`config.mk`:
```
export PLATFORM = sky130hd
export DESIGN_NAME = padc_top
export DESIGN_NICKNAME = d
export VERILOG_FILES = /design/src/core/padc_pkg.sv /design/src/core/padc_pin_cell.sv /design/src/core/padc_top.sv
export SDC_FILE = /design/constraint.sdc
export NUM_CORES = 1
export LEC_CHECK = 0
export ABC_AREA = 1
export BUFFER_PORTS_ARGS = -buffer_cell sky130_fd_sc_hd__buf_2
export CAP_MARGIN = 25
export CORE_MARGIN = 4
export CORE_UTILIZATION = 45
export CTS_CLUSTER_DIAMETER = 200
export CTS_CLUSTER_SIZE = 20
export DETAILED_ROUTE_END_ITERATION = 8
export PLACE_DENSITY = 0.95
export SLEW_MARGIN = 30
export SYNTH_ARGS = -nofsm -noshare
export SYNTH_HDL_FRONTEND = slang
export SYNTH_SLANG_ARGS = --single-unit
```
`constraint.sdc`:
```
create_clock -name CLK_IN -period 3.2 [get_ports CLK_IN]
set_clock_uncertainty 0.2 [all_clocks]
set_input_delay 0.32 -clock CLK_IN [delete_from_list [all_inputs] [get_ports CLK_IN]]
set_output_delay 0.32 -clock CLK_IN [all_outputs]
set_load 0.02 [all_outputs]
```
`src/core/padc_pkg.sv`:
```
// Package for the upper port A direction control block.
// Assumes an APB slave with 32-bit data and one aligned word per register.
package padc_pkg;

    // Register map
    localparam logic [7:0]  DIR_REG_ADDR      = 8'h00;
    localparam logic [7:0]  FUNC_REG_ADDR     = 8'h04;
    localparam logic [7:0]  PIN_STATE_ADDR    = 8'h08;

    // Field layout and reset values
    localparam int          PIN_COUNT         = 10;
    localparam int          REG_WIDTH         = 16;
    localparam logic [15:0] DIR_RESET         = 16'h0000;
    localparam logic [9:0]  FUNC_GPIO_RESET   = 10'h3FF;

    // APB request as seen by the slave
    typedef struct packed {
        logic        psel;
        logic        penable;
        logic        pwrite;
        logic [7:0]  paddr;
        logic [31:0] pwdata;
    } padc_apb_req_t;

    // Whole state of the top module
    typedef struct packed {
        logic [9:0]  dir;
        logic [9:0]  gpio_sel;
        logic [31:0] rdata;
        logic        slverr;
    } padc_state_t;

endpackage

```
`src/core/padc_pin_cell.sv`:
```
// One pad-side direction cell: mixes the port direction with the peripheral one.
// Assumes the pin function select comes from elsewhere in the pin controller.
`timescale 1ns/100ps
`default_nettype none
module padc_pin_cell (
    input  wire logic gpio_sel_in,
    input  wire logic dir_bit_in,
    input  wire logic periph_oe_n_in,
    output logic      pin_oe_n_out
);
    // Peripheral keeps its own direction when the pin is not general I/O
    assign pin_oe_n_out = gpio_sel_in ? ~dir_bit_in : periph_oe_n_in;

endmodule
`default_nettype wire

```
`src/core/padc_top.sv`:
```
// Upper port A direction register with APB access and pin enables.
// Assumes an APB master in the CLK_IN domain and a pad ring outside.
//
// Contract
// - A 16-bit read/write register chooses direction for the upper port A pins.
// - Direction bit n drives pin n, bit nine being the top pin.
// - A direction bit acts only while its pin is in general I/O use.
// - A one in a direction bit of a general I/O pin makes the pin an output.
// - A zero in a direction bit of a general I/O pin leaves the pin undriven.
// - Bits fifteen to ten hold nothing and read as zero.
// - Reset clears the register, so every pin starts as an input.
//
// Chosen here: the address map and the APB register port.
`timescale 1ns/100ps
`default_nettype none
module padc_top #(
    parameter int PINS = 10
) (
    input  wire logic              CLK_IN,
    input  wire logic              RST_N_IN,
    input  wire logic              PSEL_IN,
    input  wire logic              PENABLE_IN,
    input  wire logic              PWRITE_IN,
    input  wire logic [7:0]        PADDR_IN,
    input  wire logic [31:0]       PWDATA_IN,
    output logic      [31:0]       PRDATA_OUT,
    output logic                   PREADY_OUT,
    output logic                   PSLVERR_OUT,
    input  wire logic [PINS-1:0]   PERIPH_OE_N_IN,
    input  wire logic [PINS-1:0]   PIN_LEVEL_IN,
    output logic      [PINS-1:0]   PIN_OE_N_OUT,
    output logic      [PINS-1:0]   GPIO_SEL_OUT
);

    padc_pkg::padc_apb_req_t req;
    padc_pkg::padc_state_t   state_reg;
    padc_pkg::padc_state_t   state_next;
    logic                    access;
    logic [15:0]             dir_word;
    logic                    addr_hit;
    logic                    read_setup;

    // Bundle bus signals
    assign req.psel    = PSEL_IN;
    assign req.penable = PENABLE_IN;
    assign req.pwrite  = PWRITE_IN;
    assign req.paddr   = PADDR_IN;
    assign req.pwdata  = PWDATA_IN;

    // Zero wait states: every access completes in its first access cycle
    assign access     = req.psel & req.penable;
    assign PREADY_OUT = 1'b1;

    // Address and read-setup decode, used by the checks below
    assign addr_hit   = (req.paddr == padc_pkg::DIR_REG_ADDR)
                        || (req.paddr == padc_pkg::FUNC_REG_ADDR)
                        || (req.paddr == padc_pkg::PIN_STATE_ADDR);
    assign read_setup = req.psel & ~req.penable & ~req.pwrite;

    // Reserved bits are not stored, so they can only read back as zero
    assign dir_word = {6'h00, state_reg.dir};

    // Next-state and register decode
    always_comb
    begin
        state_next        = state_reg;
        state_next.slverr = 1'b0;
        if (access && req.pwrite)
        begin
            if (req.paddr == padc_pkg::DIR_REG_ADDR)
            begin
                // Upper write bits dropped; software should send zeros there
                state_next.dir = req.pwdata[9:0];
            end
            else if (req.paddr == padc_pkg::FUNC_REG_ADDR)
            begin
                state_next.gpio_sel = req.pwdata[9:0];
            end
            else if (req.paddr != padc_pkg::PIN_STATE_ADDR)
            begin
                state_next.slverr = 1'b1;
            end
        end
        else if (req.psel && !req.penable && !req.pwrite)
        begin
            // Setup cycle loads read data so it stands in the access cycle
            if (req.paddr == padc_pkg::DIR_REG_ADDR)
            begin
                state_next.rdata = {16'h0000, dir_word};
            end
            else if (req.paddr == padc_pkg::FUNC_REG_ADDR)
            begin
                state_next.rdata = {22'h000000, state_reg.gpio_sel};
            end
            else if (req.paddr == padc_pkg::PIN_STATE_ADDR)
            begin
                state_next.rdata = {22'h000000, PIN_LEVEL_IN};
            end
            else
            begin
                state_next.rdata = 32'h00000000;
            end
        end
        if (access && !req.pwrite && req.paddr != padc_pkg::DIR_REG_ADDR
            && req.paddr != padc_pkg::FUNC_REG_ADDR
            && req.paddr != padc_pkg::PIN_STATE_ADDR)
        begin
            state_next.slverr = 1'b1;
        end
    end

    // State register
    always_ff @(posedge CLK_IN)
    begin
        if (!RST_N_IN)
        begin
            state_reg.dir      <= padc_pkg::DIR_RESET[9:0];
            state_reg.gpio_sel <= padc_pkg::FUNC_GPIO_RESET;
            state_reg.rdata    <= 32'h00000000;
            state_reg.slverr   <= 1'b0;
        end
        else
        begin
            state_reg <= state_next;
        end
    end

    // Error is combinational so it pairs with the one-cycle access
    assign PSLVERR_OUT = access && (req.paddr != padc_pkg::DIR_REG_ADDR)
                         && (req.paddr != padc_pkg::FUNC_REG_ADDR)
                         && (req.paddr != padc_pkg::PIN_STATE_ADDR);
    assign PRDATA_OUT   = state_reg.rdata;
    assign GPIO_SEL_OUT = state_reg.gpio_sel;

    // One cell per pin, bit index equals pin index
    genvar i;
    generate
        for (i = 0; i < PINS; i++)
        begin : g_pin
            padc_pin_cell u_cell (
                .gpio_sel_in    (state_reg.gpio_sel[i]),
                .dir_bit_in     (state_reg.dir[i]),
                .periph_oe_n_in (PERIPH_OE_N_IN[i]),
                .pin_oe_n_out   (PIN_OE_N_OUT[i])
            );
        end
    endgenerate

    // Checks
    a_write_updates_dir: assert property (@(posedge CLK_IN) disable iff (!RST_N_IN)
        access && PWRITE_IN && PADDR_IN == padc_pkg::DIR_REG_ADDR
        |=> state_reg.dir == $past(PWDATA_IN[9:0]))
        else $error("direction write not stored");

    a_read_dir_value: assert property (@(posedge CLK_IN) disable iff (!RST_N_IN)
        PSEL_IN && !PENABLE_IN && !PWRITE_IN && PADDR_IN == padc_pkg::DIR_REG_ADDR
        |=> PRDATA_OUT[9:0] == $past(state_reg.dir))
        else $error("direction read wrong");

    a_reserved_read_zero: assert property (@(posedge CLK_IN) disable iff (!RST_N_IN)
        PSEL_IN && !PENABLE_IN && !PWRITE_IN && PADDR_IN == padc_pkg::DIR_REG_ADDR
        |=> PRDATA_OUT[31:10] == 22'h000000)
        else $error("reserved bits not zero");

    a_output_when_set: assert property (@(posedge CLK_IN) disable iff (!RST_N_IN)
        (state_reg.gpio_sel & state_reg.dir) == ((state_reg.gpio_sel & ~PIN_OE_N_OUT)))
        else $error("gpio output not driven");

    a_input_when_clear: assert property (@(posedge CLK_IN) disable iff (!RST_N_IN)
        (state_reg.gpio_sel & ~state_reg.dir) == (state_reg.gpio_sel & PIN_OE_N_OUT))
        else $error("gpio input driven");

    a_periph_passes: assert property (@(posedge CLK_IN) disable iff (!RST_N_IN)
        (~state_reg.gpio_sel & PIN_OE_N_OUT) == (~state_reg.gpio_sel & PERIPH_OE_N_IN))
        else $error("peripheral direction overridden");

    a_reset_clears_dir: assert property (@(posedge CLK_IN)
        !RST_N_IN |=> state_reg.dir == 10'h000)
        else $error("reset left direction set");

    a_pin_map_top: assert property (@(posedge CLK_IN) disable iff (!RST_N_IN)
        state_reg.gpio_sel[PINS-1] |-> PIN_OE_N_OUT[PINS-1] == !state_reg.dir[PINS-1])
        else $error("top pin mapping wrong");

    a_select_mix: assert property (@(posedge CLK_IN) disable iff (!RST_N_IN)
        $changed(state_reg.gpio_sel) |-> PIN_OE_N_OUT ==
            ((state_reg.gpio_sel & ~state_reg.dir) | (~state_reg.gpio_sel & PERIPH_OE_N_IN)))
        else $error("enable mix wrong");

    // Bus timing checks: zero wait, error only in a bad access cycle.
    // Read data is loaded at the setup edge and must then stand still,
    // since the master samples it one edge later.

    // Slave never stalls
    a_ready_high: assert property (@(posedge CLK_IN) disable iff (!RST_N_IN)
        1'b1 |-> PREADY_OUT)
        else $error("ready dropped");

    // Unmapped access flags an error
    a_err_unmapped: assert property (@(posedge CLK_IN) disable iff (!RST_N_IN)
        access && !addr_hit |-> PSLVERR_OUT)
        else $error("missing slave error");

    // No error outside a bad access
    a_err_quiet: assert property (@(posedge CLK_IN) disable iff (!RST_N_IN)
        !access || addr_hit |-> !PSLVERR_OUT)
        else $error("spurious slave error");

    // Registered error copy follows the bus error
    a_err_tracked: assert property (@(posedge CLK_IN) disable iff (!RST_N_IN)
        1'b1 |=> state_reg.slverr == $past(PSLVERR_OUT))
        else $error("error copy lost");

    // Read data stands until the next read setup
    a_rdata_stable: assert property (@(posedge CLK_IN) disable iff (!RST_N_IN)
        !read_setup |=> $stable(PRDATA_OUT))
        else $error("read data moved");

    // Unmapped read returns zero
    a_unmapped_rd_zero: assert property (@(posedge CLK_IN) disable iff (!RST_N_IN)
        read_setup && !addr_hit |=> PRDATA_OUT == 32'h00000000)
        else $error("unmapped read not zero");

    // Pin level read shows the pads at setup
    a_pin_read_value: assert property (@(posedge CLK_IN) disable iff (!RST_N_IN)
        read_setup && req.paddr == padc_pkg::PIN_STATE_ADDR
        |=> PRDATA_OUT[PINS-1:0] == $past(PIN_LEVEL_IN))
        else $error("pin level read wrong");

    // Select read returns the stored select
    a_sel_read_value: assert property (@(posedge CLK_IN) disable iff (!RST_N_IN)
        read_setup && req.paddr == padc_pkg::FUNC_REG_ADDR
        |=> PRDATA_OUT[9:0] == $past(state_reg.gpio_sel))
        else $error("select read wrong");

    // Select write lands in its access cycle
    a_func_write: assert property (@(posedge CLK_IN) disable iff (!RST_N_IN)
        access && req.pwrite && req.paddr == padc_pkg::FUNC_REG_ADDR
        |=> state_reg.gpio_sel == $past(PWDATA_IN[9:0]))
        else $error("select write not stored");

    // Select only moves on its own write
    a_sel_hold: assert property (@(posedge CLK_IN) disable iff (!RST_N_IN)
        !(access && req.pwrite && req.paddr == padc_pkg::FUNC_REG_ADDR)
        |=> $stable(state_reg.gpio_sel))
        else $error("select changed unasked");

    // Direction only moves on its own write
    a_dir_hold: assert property (@(posedge CLK_IN) disable iff (!RST_N_IN)
        !(access && req.pwrite && req.paddr == padc_pkg::DIR_REG_ADDR)
        |=> $stable(state_reg.dir))
        else $error("direction changed unasked");

    // Writes to a bad address touch nothing
    a_unmapped_keeps: assert property (@(posedge CLK_IN) disable iff (!RST_N_IN)
        access && req.pwrite && !addr_hit
        |=> $stable(state_reg.dir) && $stable(state_reg.gpio_sel))
        else $error("unmapped write stored");

    // Every pin is an input straight after reset
    a_reset_all_input: assert property (@(posedge CLK_IN)
        !RST_N_IN |=> PIN_OE_N_OUT == {PINS{1'b1}})
        else $error("pin driven after reset");

    // Read data cleared by reset
    a_reset_rdata: assert property (@(posedge CLK_IN)
        !RST_N_IN |=> PRDATA_OUT == 32'h00000000)
        else $error("read data not cleared");

    // Pins come out of reset as general I/O
    a_reset_sel: assert property (@(posedge CLK_IN)
        !RST_N_IN |=> state_reg.gpio_sel == padc_pkg::FUNC_GPIO_RESET)
        else $error("select not reset");

    // Bottom bit steers the bottom pin
    a_pin_map_bottom: assert property (@(posedge CLK_IN) disable iff (!RST_N_IN)
        state_reg.gpio_sel[0] |-> PIN_OE_N_OUT[0] == !state_reg.dir[0])
        else $error("bottom pin mapping wrong");

    // Top pin follows its peripheral when not general I/O
    a_top_pin_periph: assert property (@(posedge CLK_IN) disable iff (!RST_N_IN)
        !state_reg.gpio_sel[PINS-1] |-> PIN_OE_N_OUT[PINS-1] == PERIPH_OE_N_IN[PINS-1])
        else $error("top pin peripheral lost");

    c_dir_write: cover property (@(posedge CLK_IN)
        access && PWRITE_IN && PADDR_IN == padc_pkg::DIR_REG_ADDR);
    c_dir_read: cover property (@(posedge CLK_IN)
        access && !PWRITE_IN && PADDR_IN == padc_pkg::DIR_REG_ADDR);
    c_bad_addr: cover property (@(posedge CLK_IN) PSLVERR_OUT);
    c_periph_pin: cover property (@(posedge CLK_IN) RST_N_IN && !state_reg.gpio_sel[0]);
    c_pin_read: cover property (@(posedge CLK_IN)
        read_setup && req.paddr == padc_pkg::PIN_STATE_ADDR);

endmodule
`default_nettype wire

```
**After elaboration in Yosys (flattened, before gate mapping)**

Cells that the tools add are included.

- Muxes and demuxes: 13
- Equality and inequality tests: 4
- Bitwise gates (word level): 13
- Reduce and logical (&&, ||, !) cells: 13

Operators by type and width:

| kind | count |
|---|---|
| $mux W10 | 3 |
| $not A1 Y1 | 12 |
| $mux W1 | 10 |
| $eq A8 B3 Y1 const B | 1 |
| $eq A8 B4 Y1 const B | 1 |
| $logic_not A8 Y1 | 1 |
| $ne A8 B3 Y1 const B | 1 |
| $ne A8 B4 Y1 const B | 1 |
| $reduce_bool A8 Y1 | 1 |
| $logic_and A1 B1 Y1 | 6 |
| $reduce_and A2 Y1 | 2 |
| $reduce_and A3 Y1 | 1 |
| $logic_not A1 Y1 | 2 |
| $and A1 B1 Y1 | 1 |

- Output and inout bits: 54
- Logic and storage cells: 46
- Input bits: 65
- Register bits after elaboration: 52

**Longest topological paths before layout**

- Depth in word-level cells: 4
- Depth in mapped cells: 8
- Depth with buffers taken out: 8

**Cells and area by module**

Synthesis repeated with hierarchy kept, for this count alone.

- Cells, all modules: 277
- Area total of the unflattened synthesis: 1804.2 um2

By module, submodules not included:

| module | cells an instance | seq. area each (um2) | instances | area an instance (um2) |
|---|---|---|---|---|
| padc_top | 227 | 600.6 | 1 | 1616.6 |
| padc_pin_cell | 5 | 0.0 | 10 | 18.8 |

**Worst setup path before layout**

Ideal clock, no wire load.

- Kind: in2out
- From: input PADDR_IN[5]
- To: output PSLVERR_OUT
- Required time: 2680 ps
- Stages: 6
- Arrival: 1403 ps
- Setup slack: 1277 ps
- Buffers on the path: 0
- Path through: nor2_2 > nand2_2 > inv_4 > nand2_1 > clkinv_2 > nor4_1

- Longest elaborated chain between the ends: 4
- Elaborated cells between the ends (all ways): 6
- Those cells by class: 2 x eq/ne; 4 x reduce/logical

RTL lines:

| item | RTL line | text |
|---|---|---|
| start, declared | padc_top.sv:24 | `input wire logic [7:0] PADDR_IN,` |
| $reduce_bool A8 Y1 | padc_top.sv:129 | `assign PSLVERR_OUT = access && (req.paddr != padc_pkg::DIR_REG_ADDR)` |
| $logic_and A1 B1 Y1 | padc_top.sv:129 |  |
| $logic_and A1 B1 Y1 | padc_top.sv:130 | `&& (req.paddr != padc_pkg::FUNC_REG_ADDR)` |
| $logic_and A1 B1 Y1 (*) | padc_top.sv:131 | `&& (req.paddr != padc_pkg::PIN_STATE_ADDR);` |
| end, declared | padc_top.sv:28 | `output logic PSLVERR_OUT,` |

Every way passes the cells marked *; elsewhere a longest branch is shown, timed or not.

**Final worst setup path**

Ends and elaborated chain as after synthesis.

==> impl_metrics.py <==
metrics = {
    "sta": {
        "setup_ws_ps": 1291,
        "rsz0062_at_grt": "false",
        "period_minus_slack_ps": 1909,
        "finalHoldViolCount": 0,
        "finalCritPeriodShare_pct": 59.65,
        "slew_violations": 0,
        "setup_viol": 0,
        "fmax_mhz": 523.9,
        "tns_ps": 0,
    },
    "finish": {
        "antenna_cells": 0,
        "final_nets": 371,
        "stdcell_count": 353,
        "layout-drive-gt1-share_pct": 35.08,
        "fin_util_pct": 53.52,
        "area_growth_pct": 11.61,
    },
    "floorplanning": {
        "io_pins": 119,
        "die_h_um": 71.63,
        "start_util_pct": 47.96,
        "dieWidth_um": 71.63,
        "placement_rows": 22,
        "core-area_um2": 3799,
        "fp.dieArea_um2": 5130,
    },
    "hold_path": {
        "hold-path-endpoint": "GPIO_SEL_OUT[7]$_SDFFE_PN1P_",
        "hp-start": "PWDATA_IN[7]",
        "whs_path_depth": 3,
        "hp-class": "input port to flip-flop",
    },
    "clock_tree": {
        "clk_pin_slew_ps": 60,
        "cts_buffers": 5,
        "clock-sinks": 30,
        "htreeDepth": 2,
        "post_cts_buffers": 0,
        "clk_latency_ps": 270,
        "clockBufferDepth": 2,
        "cts_tree": "built",
        "hold_buffers": 0,
        "cts.repair.resized": 0,
        "clockRootBuffer": "clkbuf_8",
    },
    "routing": {
        "wl_um": 4420,
        "top_layer": "met4",
        "vias": 1694,
        "drc": 0,
        "dr_wl_met3_um": 393,
        "drt_iter0_markers": 98,
        "drt-met1-wl_um": 1864,
        "drt-vias-per-instance": 4.799,
        "drtAntennaViolNets": 0,
        "dr.pass1.iters": 4,
        "routed-wl-met2_um": 2125,
        "routedWlPerCell_um": 12.52,
    },
    "grt": {
        "grt_use_total_pct": 17.04,
        "grt_max_degree": 30,
        "grt_pass1_wl_um": 6913,
        "grt_antenna_before_repair": 0,
        "first_global_vias": 1534,
        "grt-ovfl-total": 0,
    },
    "synthesis": {
        "netlist_area_um2": 1822,
        "synthTopCellsByCount": "buf_4, nand2_1, dfxtp_1, nor2_1, a21oi_1",
        "synth_most_common_cell": "buf_4",
        "avgSynthCellArea_um2": 7.144,
        "synth_top_cell_area_share_pct": 32.97,
        "yosysWarnings": 0,
        "synth-edff-count": 0,
        "synth_ff_type": "dfxtp_1",
        "synth_cell_types": 24,
        "ys_async_sr_fraction_pct": 0,
        "ys_ff_latch": 30,
        "synth.area.top_cells": "dfxtp_1, buf_4, nand2_1, nor2_1, a21oi_1",
        "yosysTopAreaCell": "dfxtp_1",
        "yosysSeqAreaShare_pct": 32.97,
        "synth_cells": 255,
    },
    "power": {
        "power-per-cell-area_nw_per_um2": 379.4,
        "power_uw": 771.4,
        "power.leakage_nw": 0.9773,
        "vdd_drop_max_uv": 296.2,
    },
    "critical_path": {
        "crit_chain": "buf_2, nor2_2, nand2_2, inv_4, nand2_1, clkinv_2, nor4_1, buf_2",
        "reg2reg_slack_ps": 2170,
        "startpoint": "PADDR_IN[5]",
        "worstPathArrival_ps": 1390,
        "worst_r2r_endpoint": "PRDATA_OUT[0]$_SDFFE_PN0P_",
        "cp-end-kind": "primary output",
        "required_ps": 2680,
        "startpoint_type": "input port",
        "path_common_cell": "buf_2",
        "reg2reg_from": "GPIO_SEL_OUT[0]$_SDFFE_PN1P_",
        "critPathKind": "input port to primary output",
        "r2r_cells": 4,
        "critical_path.max_stage_delay_ps": 290,
        "cpMaxStageDelayCell": "nor4_1",
        "crit_fanout": 9,
    },
    "placed_design": {
        "io_buffers": 73,
        "gp_congestion": 0.7693,
        "place_inst": 347,
        "hpwl_um": 3276,
        "place_ws_ps": 1304,
    },
    "flow_run": {
        "maxCapViolations": 0,
    },
    "run_status": {
        "status": "completed",
    },
}
==> metal layers <==
| metal | vias up | track usage (%) |
|---|---|---|
| li1 | 860 | - |
| met1 | 758 | 22.12 |
| met2 | 71 | 28.16 |
| met3 | 5 | 4.348 |
| met4 | 0 | 4.384 |
| met5 | - | 0 |
==> metrics by stage <==
stage          hold slack (ps)  instance area [µm²]
3_5_place_dp             251.1                 1951
5_1_grt                  73.88                 2033
2_1_floorplan            241.2                 1901
4_1_cts                  70.98                 2033
6_report                 75.32                 2033
3_3_place_gp             252.8                 1951
==> registers in the layout (all words and copies together), names as in the netlist <==
name,cells
GPIO_SEL_OUT,10
dir_word,10
PRDATA_OUT,10
==> cell type report <==
class / count / area [µm²]
clock buffers: 6 / 82.58
fillers: 386 / 1765
inverters: 17 / 67.56
multi-input cells: 179 / 857.1
flip-flops and latches: 30 / 600.6
well taps: 48 / 60.06
repair buffers: 73 / 365.4
==> cell families (layout without fill, tap and decap cells) <==
kind of cell / count (synthesis) / in the layout / synth area share (%)
flops: 30 / 30 / 32.97
other cells: 2 / 23 / 0.4122
compound gates: 47 / 47 / 13.67
simple gates: 109 / 109 / 28.64
buf+inv: 67 / 96 / 24.31
==> critical path: cells and delay by family <==
kind	cells	cell delay, ps
simple gates	4	520
buf+inv	4	550
==> power by group <==
part / internal [mW] / switching, mW / total, mW
Combinational: 0.0331 / 0.0681 / 0.101
Clock: 0.165 / 0.124 / 0.289
Sequential: 0.379 / 0.00255 / 0.381
Total: 0.577 / 0.194 / 0.771
==> cells in the final DEF, fill, tap and decap left out, drive strengths merged <==
cell	Yosys	routed
a31oi	5	5
nand2	47	47
dfxtp	30	30
nor2	39	39
inv	16	16
clkbuf	2	6
nor4	1	1
conb	2	23
nand3	22	22
clkinv	1	1
o21ai	18	18
a21oi	24	24
buf	48	73
==> worst max path at each step <==
| stage | end | slack (ps) | depth (start not counted) |
|---|---|---|---|
| after global placement | PSLVERR_OUT | 1320 | 8 |
| after CTS | PSLVERR_OUT | 1300 | 8 |
| after detailed placement | PSLVERR_OUT | 1300 | 8 |
| final | PSLVERR_OUT | 1290 | 8 |
| after global routing | PSLVERR_OUT | 1240 | 8 |
| after floorplan | PSLVERR_OUT | 1280 | 6 |
Note: power is estimated with default switching activity, not from simulation.
